`config.mk`:
```
export PLATFORM = sky130hd
export DESIGN_NAME = pfp_fault_unit
export DESIGN_NICKNAME = d
export VERILOG_FILES = /design/src/design/pfp_pkg.sv /design/src/design/pfp_fault_unit.sv
export SDC_FILE = /design/constraint.sdc
export NUM_CORES = 1
export LEC_CHECK = 0
export BUFFER_PORTS_ARGS = -buffer_cell sky130_fd_sc_hd__buf_2
export CORE_MARGIN = 2
export CORE_UTILIZATION = 48
export DETAILED_ROUTE_END_ITERATION = 8
export PLACE_DENSITY = 0.93
export SLEW_MARGIN = 15
export SYNTH_ARGS = -nofsm -noshare
export SYNTH_HDL_FRONTEND = slang
export SYNTH_SLANG_ARGS = --single-unit
export TNS_END_PERCENT = 100
```
`constraint.sdc`:
```
create_clock -name pclk -period 6 [get_ports pclk]
set_clock_uncertainty 0.15 [all_clocks]
set_input_delay 0.3 -clock pclk [delete_from_list [all_inputs] [get_ports pclk]]
set_output_delay 0.3 -clock pclk [all_outputs]
set_load 0.05 [all_outputs]
```
`src/design/pfp_pkg.sv`:
```
package pfp_pkg;

  // ********************************************************
  // Register indices (byte address is four times the index)
  // ********************************************************
  localparam logic [23:0] IDX_MASK = 24'hffe384;
  localparam logic [23:0] IDX_STAT = 24'hffe385;
  localparam logic [23:0] IDX_CTL = 24'hffe388;

  localparam logic [7:0] MASK_RESET = 8'h00;
  localparam logic [7:0] STAT_RESET = 8'h00;
  localparam logic [7:0] CTL_RESET = 8'h00;
  localparam logic [7:0] MASK_WBITS = 8'h27;
  localparam logic [7:0] STAT_BITS = 8'ha7;
  localparam logic [7:0] CTL_WBITS = 8'h7f;
  localparam logic [7:0] FAULT_FLAGS = 8'h27;

  // ********************************************************
  // Field positions
  // ********************************************************
  localparam int M_F0 = 0;
  localparam int M_CMP = 1;
  localparam int M_F1 = 2;
  localparam int M_DBG = 5;
  localparam int S_F0 = 0;
  localparam int S_F1 = 1;
  localparam int S_C0 = 2;
  localparam int S_DBG = 5;
  localparam int S_RLD = 7;
  localparam int C_F0RST = 0;
  localparam int C_F0INT = 1;
  localparam int C_C0RST = 2;
  localparam int C_C0INT = 3;
  localparam int C_C1RST = 4;
  localparam int C_C1INT = 5;
  localparam int C_DEBUG_RECOVERY_SELECT = 6;

  // Source vector order: f0, f1, c0, c1, debug
  localparam int NSRC = 5;
  localparam int SRC_F0 = 0;
  localparam int SRC_F1 = 1;
  localparam int SRC_C0 = 2;
  localparam int SRC_C1 = 3;
  localparam int SRC_DBG = 4;

  typedef enum logic {RUN, FAULT} pfp_mode_e;

  typedef struct packed {
    logic [3:0] sync1;
    logic [3:0] sync2;
    logic [7:0] mask;
    logic locked;
    logic [7:0] stat;
    logic [7:0] ctl;
    pfp_mode_e mode;
    logic [NSRC-1:0] cause;
    logic rld_ok;
    logic [2:0] irq;
    logic exc;
    logic [31:0] rdata;
  } pfp_state_s;

  function automatic logic addr_hit(input logic [31:0] a, input logic [23:0] idx);
    return a == {6'h00, idx, 2'b00};
  endfunction

endpackage

```
`src/design/pfp_fault_unit.sv`:
```
`timescale 1ns/1ps
`default_nettype none

// Overview of operation
// - Mask bits 0,1,2,5 take first write only
// - Unmasked debug entry raises a fault
// - Mask bit 2 gates fault source 1
// - Mask bit 1 gates the comparators
// - Mask bit 0 gates the fault 0 pin
// - Comparator 0 fault also raises exception
// - Masked source never sets its flag
// - Write 1 clears flag once source deasserted
// - Reload sets and holds status bit 7
// - Unmasked debug entry sets status bit 5
// - Unmasked comparator 0 sets status bit 2
// - Unmasked fault 1 sets status bit 1
// - Unmasked fault 0 sets status bit 0
// - Debug recovery waits period or software
// - Comparator 1 recovery auto or software
// - Comparator 0 recovery auto or software
// - Fault 0 recovery auto or software
// - Control bit 5 enables comparator 1 request
// - Control bit 3 enables comparator 0 request
// - Control bit 1 enables fault 0 request
// - Active fault forces all outputs off
module pfp_fault_unit (
  input wire logic pclk,
  input wire logic presetn,
  input wire logic psel,
  input wire logic penable,
  input wire logic pwrite,
  input wire logic [31:0] paddr,
  input wire logic [31:0] pwdata,
  output logic [31:0] prdata,
  output logic pready,
  output logic pslverr,
  input wire logic fault0_pin,
  input wire logic fault1_pin,
  input wire logic cmp0_in,
  input wire logic cmp1_in,
  input wire logic debug_entry,
  input wire logic pwm_reload,
  input wire logic period_start,
  output logic pwm_force_off,
  output logic fault_exception,
  output logic irq_fault0,
  output logic irq_cmp0,
  output logic irq_cmp1
);

  pfp_pkg::pfp_state_s s;
  pfp_pkg::pfp_state_s n;
  logic [pfp_pkg::NSRC-1:0] raw;
  logic [pfp_pkg::NSRC-1:0] act;
  logic [pfp_pkg::NSRC-1:0] sw_sel;
  logic [7:0] set_bits;
  logic [7:0] clr_bits;
  logic [31:0] rd_val;
  logic hit_mask;
  logic hit_stat;
  logic hit_ctl;
  logic wr;
  logic sw_need;
  logic per_need;
  logic flags_clear;
  logic release_ok;

  // ********************************************************
  // Bus decode
  // ********************************************************
  assign hit_mask = pfp_pkg::addr_hit(paddr, pfp_pkg::IDX_MASK);
  assign hit_stat = pfp_pkg::addr_hit(paddr, pfp_pkg::IDX_STAT);
  assign hit_ctl = pfp_pkg::addr_hit(paddr, pfp_pkg::IDX_CTL);
  assign wr = psel && penable && pwrite;

  // Zero wait states; an unmapped address errors in the access phase
  assign pready = 1'b1;
  assign pslverr = psel && penable && !(hit_mask || hit_stat || hit_ctl);
  assign prdata = s.rdata;

  always_comb begin
    rd_val = 32'h0000_0000;
    if (hit_mask) begin
      rd_val = {24'h00_0000, s.mask};
    end else if (hit_stat) begin
      rd_val = {24'h00_0000, s.stat};
    end else if (hit_ctl) begin
      rd_val = {24'h00_0000, s.ctl};
    end
  end

  // ********************************************************
  // Source qualification
  // ********************************************************
  // Pins are synchronised; debug entry comes from the CPU clock domain
  assign raw = {debug_entry, s.sync2};
  assign act = raw & ~{s.mask[pfp_pkg::M_DBG],
                       s.mask[pfp_pkg::M_CMP],
                       s.mask[pfp_pkg::M_CMP],
                       s.mask[pfp_pkg::M_F1],
                       s.mask[pfp_pkg::M_F0]};

  // Fault 1 has no restart select and always recovers automatically
  assign sw_sel = {s.ctl[pfp_pkg::C_DEBUG_RECOVERY_SELECT],
                   s.ctl[pfp_pkg::C_C1RST],
                   s.ctl[pfp_pkg::C_C0RST],
                   1'b0,
                   s.ctl[pfp_pkg::C_F0RST]};

  // ********************************************************
  // Recovery condition
  // ********************************************************
  assign sw_need = |(s.cause & sw_sel);
  // A debug fault in automatic mode also waits for a new period
  assign per_need = s.cause[pfp_pkg::SRC_DBG] && !s.ctl[pfp_pkg::C_DEBUG_RECOVERY_SELECT];
  assign flags_clear = (s.stat & pfp_pkg::FAULT_FLAGS) == 8'h00;
  assign release_ok = !(|act) && (!per_need || period_start)
                      && (!sw_need || (flags_clear && s.rld_ok));

  // ********************************************************
  // Next state
  // ********************************************************
  always_comb begin
    n = s;
    set_bits = 8'h00;
    clr_bits = 8'h00;

    n.sync1 = {cmp1_in, cmp0_in, fault1_pin, fault0_pin};
    n.sync2 = s.sync1;

    // One lock for the whole register: later writes fall away silently
    if (wr && hit_mask && !s.locked) begin
      n.mask = pwdata[7:0] & pfp_pkg::MASK_WBITS;
      n.locked = 1'b1;
    end

    // Flags; a set in the same cycle as its clear wins
    set_bits[pfp_pkg::S_F0] = act[pfp_pkg::SRC_F0];
    set_bits[pfp_pkg::S_F1] = act[pfp_pkg::SRC_F1];
    set_bits[pfp_pkg::S_C0] = act[pfp_pkg::SRC_C0];
    set_bits[pfp_pkg::S_DBG] = act[pfp_pkg::SRC_DBG];
    set_bits[pfp_pkg::S_RLD] = pwm_reload;
    if (wr && hit_stat) begin
      clr_bits = pwdata[7:0] & pfp_pkg::STAT_BITS;
      clr_bits[pfp_pkg::S_F0] = clr_bits[pfp_pkg::S_F0] && !raw[pfp_pkg::SRC_F0];
      clr_bits[pfp_pkg::S_F1] = clr_bits[pfp_pkg::S_F1] && !raw[pfp_pkg::SRC_F1];
      clr_bits[pfp_pkg::S_C0] = clr_bits[pfp_pkg::S_C0] && !raw[pfp_pkg::SRC_C0];
      clr_bits[pfp_pkg::S_DBG] = clr_bits[pfp_pkg::S_DBG] && !raw[pfp_pkg::SRC_DBG];
    end
    n.stat = set_bits | (s.stat & ~clr_bits);

    if (wr && hit_ctl) begin
      n.ctl = pwdata[7:0] & pfp_pkg::CTL_WBITS;
    end

    // Fault state: cause bits collect every source seen while held off
    case (s.mode)
      pfp_pkg::RUN: begin
        n.rld_ok = 1'b0;
        if (|act) begin
          n.mode = pfp_pkg::FAULT;
          n.cause = act;
        end
      end
      pfp_pkg::FAULT: begin
        n.cause = s.cause | act;
        if (pwm_reload) begin
          n.rld_ok = 1'b1;
        end
        if (release_ok) begin
          n.mode = pfp_pkg::RUN;
          n.cause = '0;
          n.rld_ok = 1'b0;
        end
      end
      default: begin
        n.mode = pfp_pkg::RUN;
      end
    endcase

    // Requests follow the pin, not the mask
    n.irq[2] = s.ctl[pfp_pkg::C_C1INT] && raw[pfp_pkg::SRC_C1];
    n.irq[1] = s.ctl[pfp_pkg::C_C0INT] && raw[pfp_pkg::SRC_C0];
    n.irq[0] = s.ctl[pfp_pkg::C_F0INT] && raw[pfp_pkg::SRC_F0];
    n.exc = act[pfp_pkg::SRC_C0];

    // Read data is caught in the setup phase for a flop-driven prdata
    if (psel && !penable) begin
      n.rdata = rd_val;
    end
  end

  always_ff @(posedge pclk or negedge presetn) begin
    if (!presetn) begin
      s <= '{sync1: 4'h0, sync2: 4'h0, mask: pfp_pkg::MASK_RESET,
             locked: 1'b0, stat: pfp_pkg::STAT_RESET, ctl: pfp_pkg::CTL_RESET,
             mode: pfp_pkg::RUN, cause: 5'h00, rld_ok: 1'b0, irq: 3'h0,
             exc: 1'b0, rdata: 32'h0000_0000};
    end else begin
      s <= n;
    end
  end

  // ********************************************************
  // Outputs
  // ********************************************************
  assign pwm_force_off = s.mode == pfp_pkg::FAULT;
  assign fault_exception = s.exc;
  assign irq_cmp1 = s.irq[2];
  assign irq_cmp0 = s.irq[1];
  assign irq_fault0 = s.irq[0];

  // ********************************************************
  // Checks
  // ********************************************************
  mask_lock_a: assert property (@(posedge pclk) disable iff (!presetn)
    s.locked && wr && hit_mask |=> $stable(s.mask))
    else $error("mask changed after first write");

  dbg_fault_a: assert property (@(posedge pclk) disable iff (!presetn)
    debug_entry && !s.mask[5] |=> pwm_force_off && s.stat[5])
    else $error("debug entry did not fault");

  dbg_masked_a: assert property (@(posedge pclk) disable iff (!presetn)
    s.mode == pfp_pkg::RUN && s.mask == 8'h20 && s.sync2 == 4'h0 |=> !pwm_force_off)
    else $error("masked debug entry faulted");

  f1_raise_a: assert property (@(posedge pclk) disable iff (!presetn)
    s.sync2[1] && !s.mask[2] |=> pwm_force_off && s.stat[1])
    else $error("fault 1 not raised");

  cmp_raise_a: assert property (@(posedge pclk) disable iff (!presetn)
    s.sync2[2] && !s.mask[1] |=> pwm_force_off && fault_exception && s.stat[2])
    else $error("comparator 0 not raised");

  cmp_exc_a: assert property (@(posedge pclk) disable iff (!presetn)
    fault_exception |-> pwm_force_off && $past(s.sync2[2]))
    else $error("exception without comparator fault");

  f0_raise_a: assert property (@(posedge pclk) disable iff (!presetn)
    s.sync2[0] && !s.mask[0] |=> pwm_force_off && s.stat[0])
    else $error("fault 0 not raised");

  masked_flag_a: assert property (@(posedge pclk) disable iff (!presetn)
    s.mask[0] && !s.stat[0] |=> !s.stat[0])
    else $error("masked fault 0 set its flag");

  clr_hold_a: assert property (@(posedge pclk) disable iff (!presetn)
    wr && hit_stat && pwdata[0] && s.sync2[0] && s.stat[0] |=> s.stat[0])
    else $error("flag cleared while source asserted");

  clr_zero_a: assert property (@(posedge pclk) disable iff (!presetn)
    wr && hit_stat && !pwdata[7] && s.stat[7] |=> s.stat[7])
    else $error("writing zero cleared reload flag");

  reload_flag_a: assert property (@(posedge pclk) disable iff (!presetn)
    pwm_reload |=> s.stat[7] [*1])
    else $error("reload flag not set");

  dbg_period_a: assert property (@(posedge pclk) disable iff (!presetn)
    pwm_force_off && s.cause[4] && !s.ctl[6] && !period_start |=> pwm_force_off)
    else $error("debug fault released without new period");

  sw_wait_a: assert property (@(posedge pclk) disable iff (!presetn)
    pwm_force_off && (s.cause & sw_sel) != 5'h00 && !s.rld_ok |=> pwm_force_off)
    else $error("software recovery released without reload");

  auto_rel_a: assert property (@(posedge pclk) disable iff (!presetn)
    pwm_force_off && s.cause == 5'h01 && !s.ctl[0] && act == 5'h00 |=> !pwm_force_off)
    else $error("automatic fault 0 recovery stalled");

  irq_c1_a: assert property (@(posedge pclk) disable iff (!presetn)
    !s.ctl[5] |=> !irq_cmp1)
    else $error("comparator 1 request while disabled");

  irq_c0_a: assert property (@(posedge pclk) disable iff (!presetn)
    s.ctl[3] && s.sync2[2] |=> irq_cmp0)
    else $error("comparator 0 request missing");

  irq_f0_a: assert property (@(posedge pclk) disable iff (!presetn)
    irq_fault0 |-> $past(s.ctl[1]) && $past(s.sync2[0]))
    else $error("fault 0 request without cause");

  hold_off_a: assert property (@(posedge pclk) disable iff (!presetn)
    act != 5'h00 |=> pwm_force_off)
    else $error("outputs not forced off during fault");

  // ********************************************************
  // Mask, flag, request, exception and recovery checks
  // ********************************************************
  mask_first_a: assert property (@(posedge pclk) disable iff (!presetn)
    !s.locked && wr && hit_mask |=> s.locked && s.mask == ($past(pwdata[7:0]) & pfp_pkg::MASK_WBITS))
    else $error("first mask write not taken");

  mask_rsvd_a: assert property (@(posedge pclk) disable iff (!presetn)
    (s.mask & ~pfp_pkg::MASK_WBITS) == 8'h00)
    else $error("reserved mask bit set");

  dbg_masked_flag_a: assert property (@(posedge pclk) disable iff (!presetn)
    s.mask[pfp_pkg::M_DBG] && !s.stat[pfp_pkg::S_DBG] |=> !s.stat[pfp_pkg::S_DBG])
    else $error("masked debug entry set its flag");

  f1_masked_a: assert property (@(posedge pclk) disable iff (!presetn)
    s.mask[pfp_pkg::M_F1] && !s.stat[pfp_pkg::S_F1] |=> !s.stat[pfp_pkg::S_F1])
    else $error("masked fault 1 set its flag");

  c0_masked_a: assert property (@(posedge pclk) disable iff (!presetn)
    s.mask[pfp_pkg::M_CMP] && !s.stat[pfp_pkg::S_C0] |=> !s.stat[pfp_pkg::S_C0])
    else $error("masked comparator 0 set its flag");

  f0_hold_a: assert property (@(posedge pclk) disable iff (!presetn)
    s.stat[pfp_pkg::S_F0] && !(wr && hit_stat) |=> s.stat[pfp_pkg::S_F0])
    else $error("fault 0 flag dropped");

  f1_hold_a: assert property (@(posedge pclk) disable iff (!presetn)
    s.stat[pfp_pkg::S_F1] && !(wr && hit_stat) |=> s.stat[pfp_pkg::S_F1])
    else $error("fault 1 flag dropped");

  c0_hold_a: assert property (@(posedge pclk) disable iff (!presetn)
    s.stat[pfp_pkg::S_C0] && !(wr && hit_stat) |=> s.stat[pfp_pkg::S_C0])
    else $error("comparator 0 flag dropped");

  dbg_hold_a: assert property (@(posedge pclk) disable iff (!presetn)
    s.stat[pfp_pkg::S_DBG] && !(wr && hit_stat) |=> s.stat[pfp_pkg::S_DBG])
    else $error("debug flag dropped");

  reload_hold_a: assert property (@(posedge pclk) disable iff (!presetn)
    s.stat[pfp_pkg::S_RLD] && !(wr && hit_stat) |=> s.stat[pfp_pkg::S_RLD])
    else $error("reload flag dropped");

  reload_clear_a: assert property (@(posedge pclk) disable iff (!presetn)
    wr && hit_stat && pwdata[pfp_pkg::S_RLD] && !pwm_reload |=> !s.stat[pfp_pkg::S_RLD])
    else $error("reload flag not cleared");

  f0_clear_a: assert property (@(posedge pclk) disable iff (!presetn)
    wr && hit_stat && pwdata[pfp_pkg::S_F0] && !raw[pfp_pkg::SRC_F0] |=> !s.stat[pfp_pkg::S_F0])
    else $error("fault 0 flag not cleared");

  exc_masked_a: assert property (@(posedge pclk) disable iff (!presetn)
    s.mask[pfp_pkg::M_CMP] |=> !fault_exception)
    else $error("exception from masked comparator");

  c1_irq_a: assert property (@(posedge pclk) disable iff (!presetn)
    s.ctl[pfp_pkg::C_C1INT] && s.sync2[3] |=> irq_cmp1)
    else $error("comparator 1 request missing");

  c0_irq_off_a: assert property (@(posedge pclk) disable iff (!presetn)
    !s.ctl[pfp_pkg::C_C0INT] |=> !irq_cmp0)
    else $error("comparator 0 request while disabled");

  f0_irq_on_a: assert property (@(posedge pclk) disable iff (!presetn)
    s.ctl[pfp_pkg::C_F0INT] && s.sync2[0] |=> irq_fault0)
    else $error("fault 0 request missing");

  run_clean_a: assert property (@(posedge pclk) disable iff (!presetn)
    !pwm_force_off |-> s.cause == 5'h00)
    else $error("cause left over in run state");

  src_hold_a: assert property (@(posedge pclk) disable iff (!presetn)
    pwm_force_off && act != 5'h00 |=> pwm_force_off)
    else $error("released while a source is active");

  c1_sw_wait_a: assert property (@(posedge pclk) disable iff (!presetn)
    pwm_force_off && s.cause[pfp_pkg::SRC_C1] && s.ctl[pfp_pkg::C_C1RST] && !s.rld_ok
    |=> pwm_force_off)
    else $error("comparator 1 released without reload");

  dbg_sw_wait_a: assert property (@(posedge pclk) disable iff (!presetn)
    pwm_force_off && s.cause[pfp_pkg::SRC_DBG] && s.ctl[pfp_pkg::C_DEBUG_RECOVERY_SELECT] && !flags_clear
    |=> pwm_force_off)
    else $error("debug fault released with flags set");

  reload_seen_a: assert property (@(posedge pclk) disable iff (!presetn)
    pwm_force_off && pwm_reload |=> s.rld_ok || !pwm_force_off)
    else $error("reload during fault not recorded");

endmodule

`default_nettype wire

```
==> flow_metrics.env <==
export IMPL_whs_ns=-0.00827
export IMPL_status="finished, violations left"
export IMPL_period_share_pct=42.6
export IMPL_worstSetupPathType="in2out"
export IMPL_fin_nets=334
export IMPL_die_h_um=69.8
export IMPL_relSlewSlack_pct=22.4
export IMPL_area_delta_synth_final_pct=16.6
export IMPL_synth_warnings=0
export IMPL_antenna_found_initial=0
export IMPL_via_count=1537
export IMPL_drt_initial_drc_count=77
export IMPL_syn_mean_instance_area_um2=10.8
export IMPL_clk_insertion_delay_late_ns=0.30
export IMPL_cts_buffer_depth=2
export IMPL_synth_edf_count=0
export IMPL_dp_hpwl_mm=3.25
export IMPL_wl_per_cell_um=13.6
export IMPL_syn_area_mm2=0.00208
export IMPL_port_buffers=65
export IMPL_violations="negative hold slack"
export IMPL_start_util_pct=50.8
export IMPL_cts_tree="done"
export IMPL_async_flop_share_pct=100
export IMPL_max_freq_mhz=392
export IMPL_drt_first_pass_iters=4
export IMPL_viasPerCell=4.97
export IMPL_worstSetupStartpointType="input pin"
export IMPL_synth_cell_types=37
export IMPL_antenna_left=0
export IMPL_drc=0
export IMPL_coreArea_mm2=0.00409
export IMPL_setup_tns_ns=0
export IMPL_min_period_ns=2.55
export IMPL_grt_usage_pct=17.9
export IMPL_power_density_mw_per_mm2=225
export IMPL_n_antenna_cell=0
export IMPL_gr_total_overflow=0
export IMPL_cap_violations=0
export IMPL_yosys_most_used_dff="dfrtp_1"
export IMPL_numCtsBuffers=5
export IMPL_cts_root_buf="clkbuf_8"
export IMPL_cp_arrival_ns=2.10
export IMPL_die_area_mm2=0.00487
export IMPL_setup_viol=0
export IMPL_hold_path_class="in2async"
export IMPL_hold_violations=14
export IMPL_routed_wl_mm=4.22
export IMPL_drive_gt1_share_pct=35.1
export IMPL_ys_seq_elements=43
export IMPL_worstSetupEndpointType="output pin"
export IMPL_cts_sinks=43
export IMPL_post_cts_setup_buffer_count=0
export IMPL_cp_required_ns=5.55
export IMPL_h_tree_depth=2
export IMPL_grt_pass1_vias=1553
export IMPL_gp_congestion=0.868
export IMPL_grt_pass1_wl_mm=6.82
export IMPL_die_w_um=69.8
export IMPL_ir_drop_mv=0.140
export IMPL_row_count=23
export IMPL_instances_no_fill=309
export IMPL_grt_max_degree=44
export IMPL_worstMarginPinSlew_ns=1.15
export IMPL_cts_resized_gates=0
export IMPL_leakage_nw=1.20
export IMPL_synth_cells=193
export IMPL_synth_seq_area_share_pct=51.8
export IMPL_rsz0062_at_grt="no"
export IMPL_slew_viol_final=0
export IMPL_dp_cells=297
export IMPL_clk_pin_slew_worst_paths_ns=0.07
export IMPL_crit_fanout=8
export IMPL_ios=115
export IMPL_hold_buffers=4
## state kept, by name, indices dropped and copies added (netlist names)
| register | count |
|---|---|
| s | 22 |
| prdata | 8 |
| raw | 4 |
| pwm_force_off | 1 |
| irq_fault0 | 1 |
| fault_exception | 1 |
| irq_cmp0 | 1 |
| n | 4 |
| irq_cmp1 | 1 |
## final cells by class
cell class | count | area [um2]
fillers | 347 | 1670
inverters | 7 | 26.3
repair buffers | 69 | 365
well taps | 50 | 62.6
clock inverters | 1 | 5.00
flip-flops and latches | 43 | 1080
clock buffers | 7 | 76.3
multi-input cells | 132 | 810
## placed cells by master (no fill, tap or decap), types with 2 or more instances in the layout
cell	n
dfrtp_1	43
or4b_2	2
and2_1	4
o21ai_0	14
mux2_2	11
and3_1	2
a2bb2oi_1	2
nor3_1	2
dlygate4sd3_1	4
inv_1	7
conb_1	25
a31oi_1	5
nand2_1	14
nor4_1	2
clkbuf_1	2
nor2b_1	4
nand2b_1	7
nand4b_1	2
buf_2	65
a21oi_1	3
clkbuf_8	5
a22oi_1	2
a22o_1	4
nor2_1	12
## cell families after synthesis
logic type,synth area share [%]
multiplexers,5.96
buffers and inverters,13.4
AND/OR/NAND/NOR,18.6
AO/OA/AOI/OAI,9.94
other,0.362
flip-flops,51.8
## where the power goes
group | internal (mW) | switching (mW) | leakage [nW]
registers | 0.294 | 0.00218 | 0.524
clock network | 0.0816 | 0.0928 | 0.0422
logic | 0.0190 | 0.0558 | 0.634
total | 0.395 | 0.151 | 1.20
## cells in the mapped netlist (2+ instances only)
cell type  count  area, um2
a21oi_1        3       15.0
a22o_1         4       35.0
a22oi_1        2       15.0
a2bb2oi_1      2       17.5
a31oi_1        5       31.3
and2_1         4       25.0
and3_1         2       12.5
buf_4         33        248
conb_1         2       7.51
dfrtp_1       43       1080
inv_1          7       26.3
mux2_2        11        124
nand2_1       14       52.6
nand2b_1       7       43.8
nand4b_1       2       17.5
nor2_1        12       45.0
nor2b_1        4       25.0
nor3_1         2       10.0
nor4_1         2       12.5
o21ai_0       14       70.1
or4b_2         2       20.0
## routing by layer
layer  GRT usage, %  vias to the layer above  share of wire [%]
li1               -                      742                  -
met4           6.41                        0                2.0
met1           20.6                      737                 40
met3           6.40                        8                6.5
met2           30.7                       50                 51
met5              0                        -                  0
## critical path, cell delays in order
cell and delay, ns:
buf_2 0.09, or4b_2 0.70, nor4_4 0.44, o21ai_0 0.15, and3_1 0.22, buf_2 0.20
## metrics by stage
stage	worst slack, ns	hold slack, ns	instance area (um2)	util [%]	total power, mW
after detailed placement	3.44	0.185	2300	56.3	0.375
after global routing	3.31	0.0355	2420	59.2	0.571
after floorplan	3.69	-0.146	2160	-	0.361
after global placement	3.46	0.182	2300	56.3	0.373
final	3.45	-0.00827	2420	59.2	0.546
after CTS	3.43	0.0164	2420	59.2	0.552
## final timing paths
path	startpoint	slack [ns]	to	depth (start not counted)
worst max-delay path	paddr[13]	3.45	pslverr	6
worst min-delay path	presetn	-0.008	irq_cmp1	1
worst max register to register	s[51]	3.75	s[39]	5
worst min register to register	n[70]	0.20	raw[2]	0
max in group asynchronous	presetn	5.12	s[58]	1
min in group pclk	pwdata[7]	0.06	s[58]	2
(Power assumes the default switching activity.)
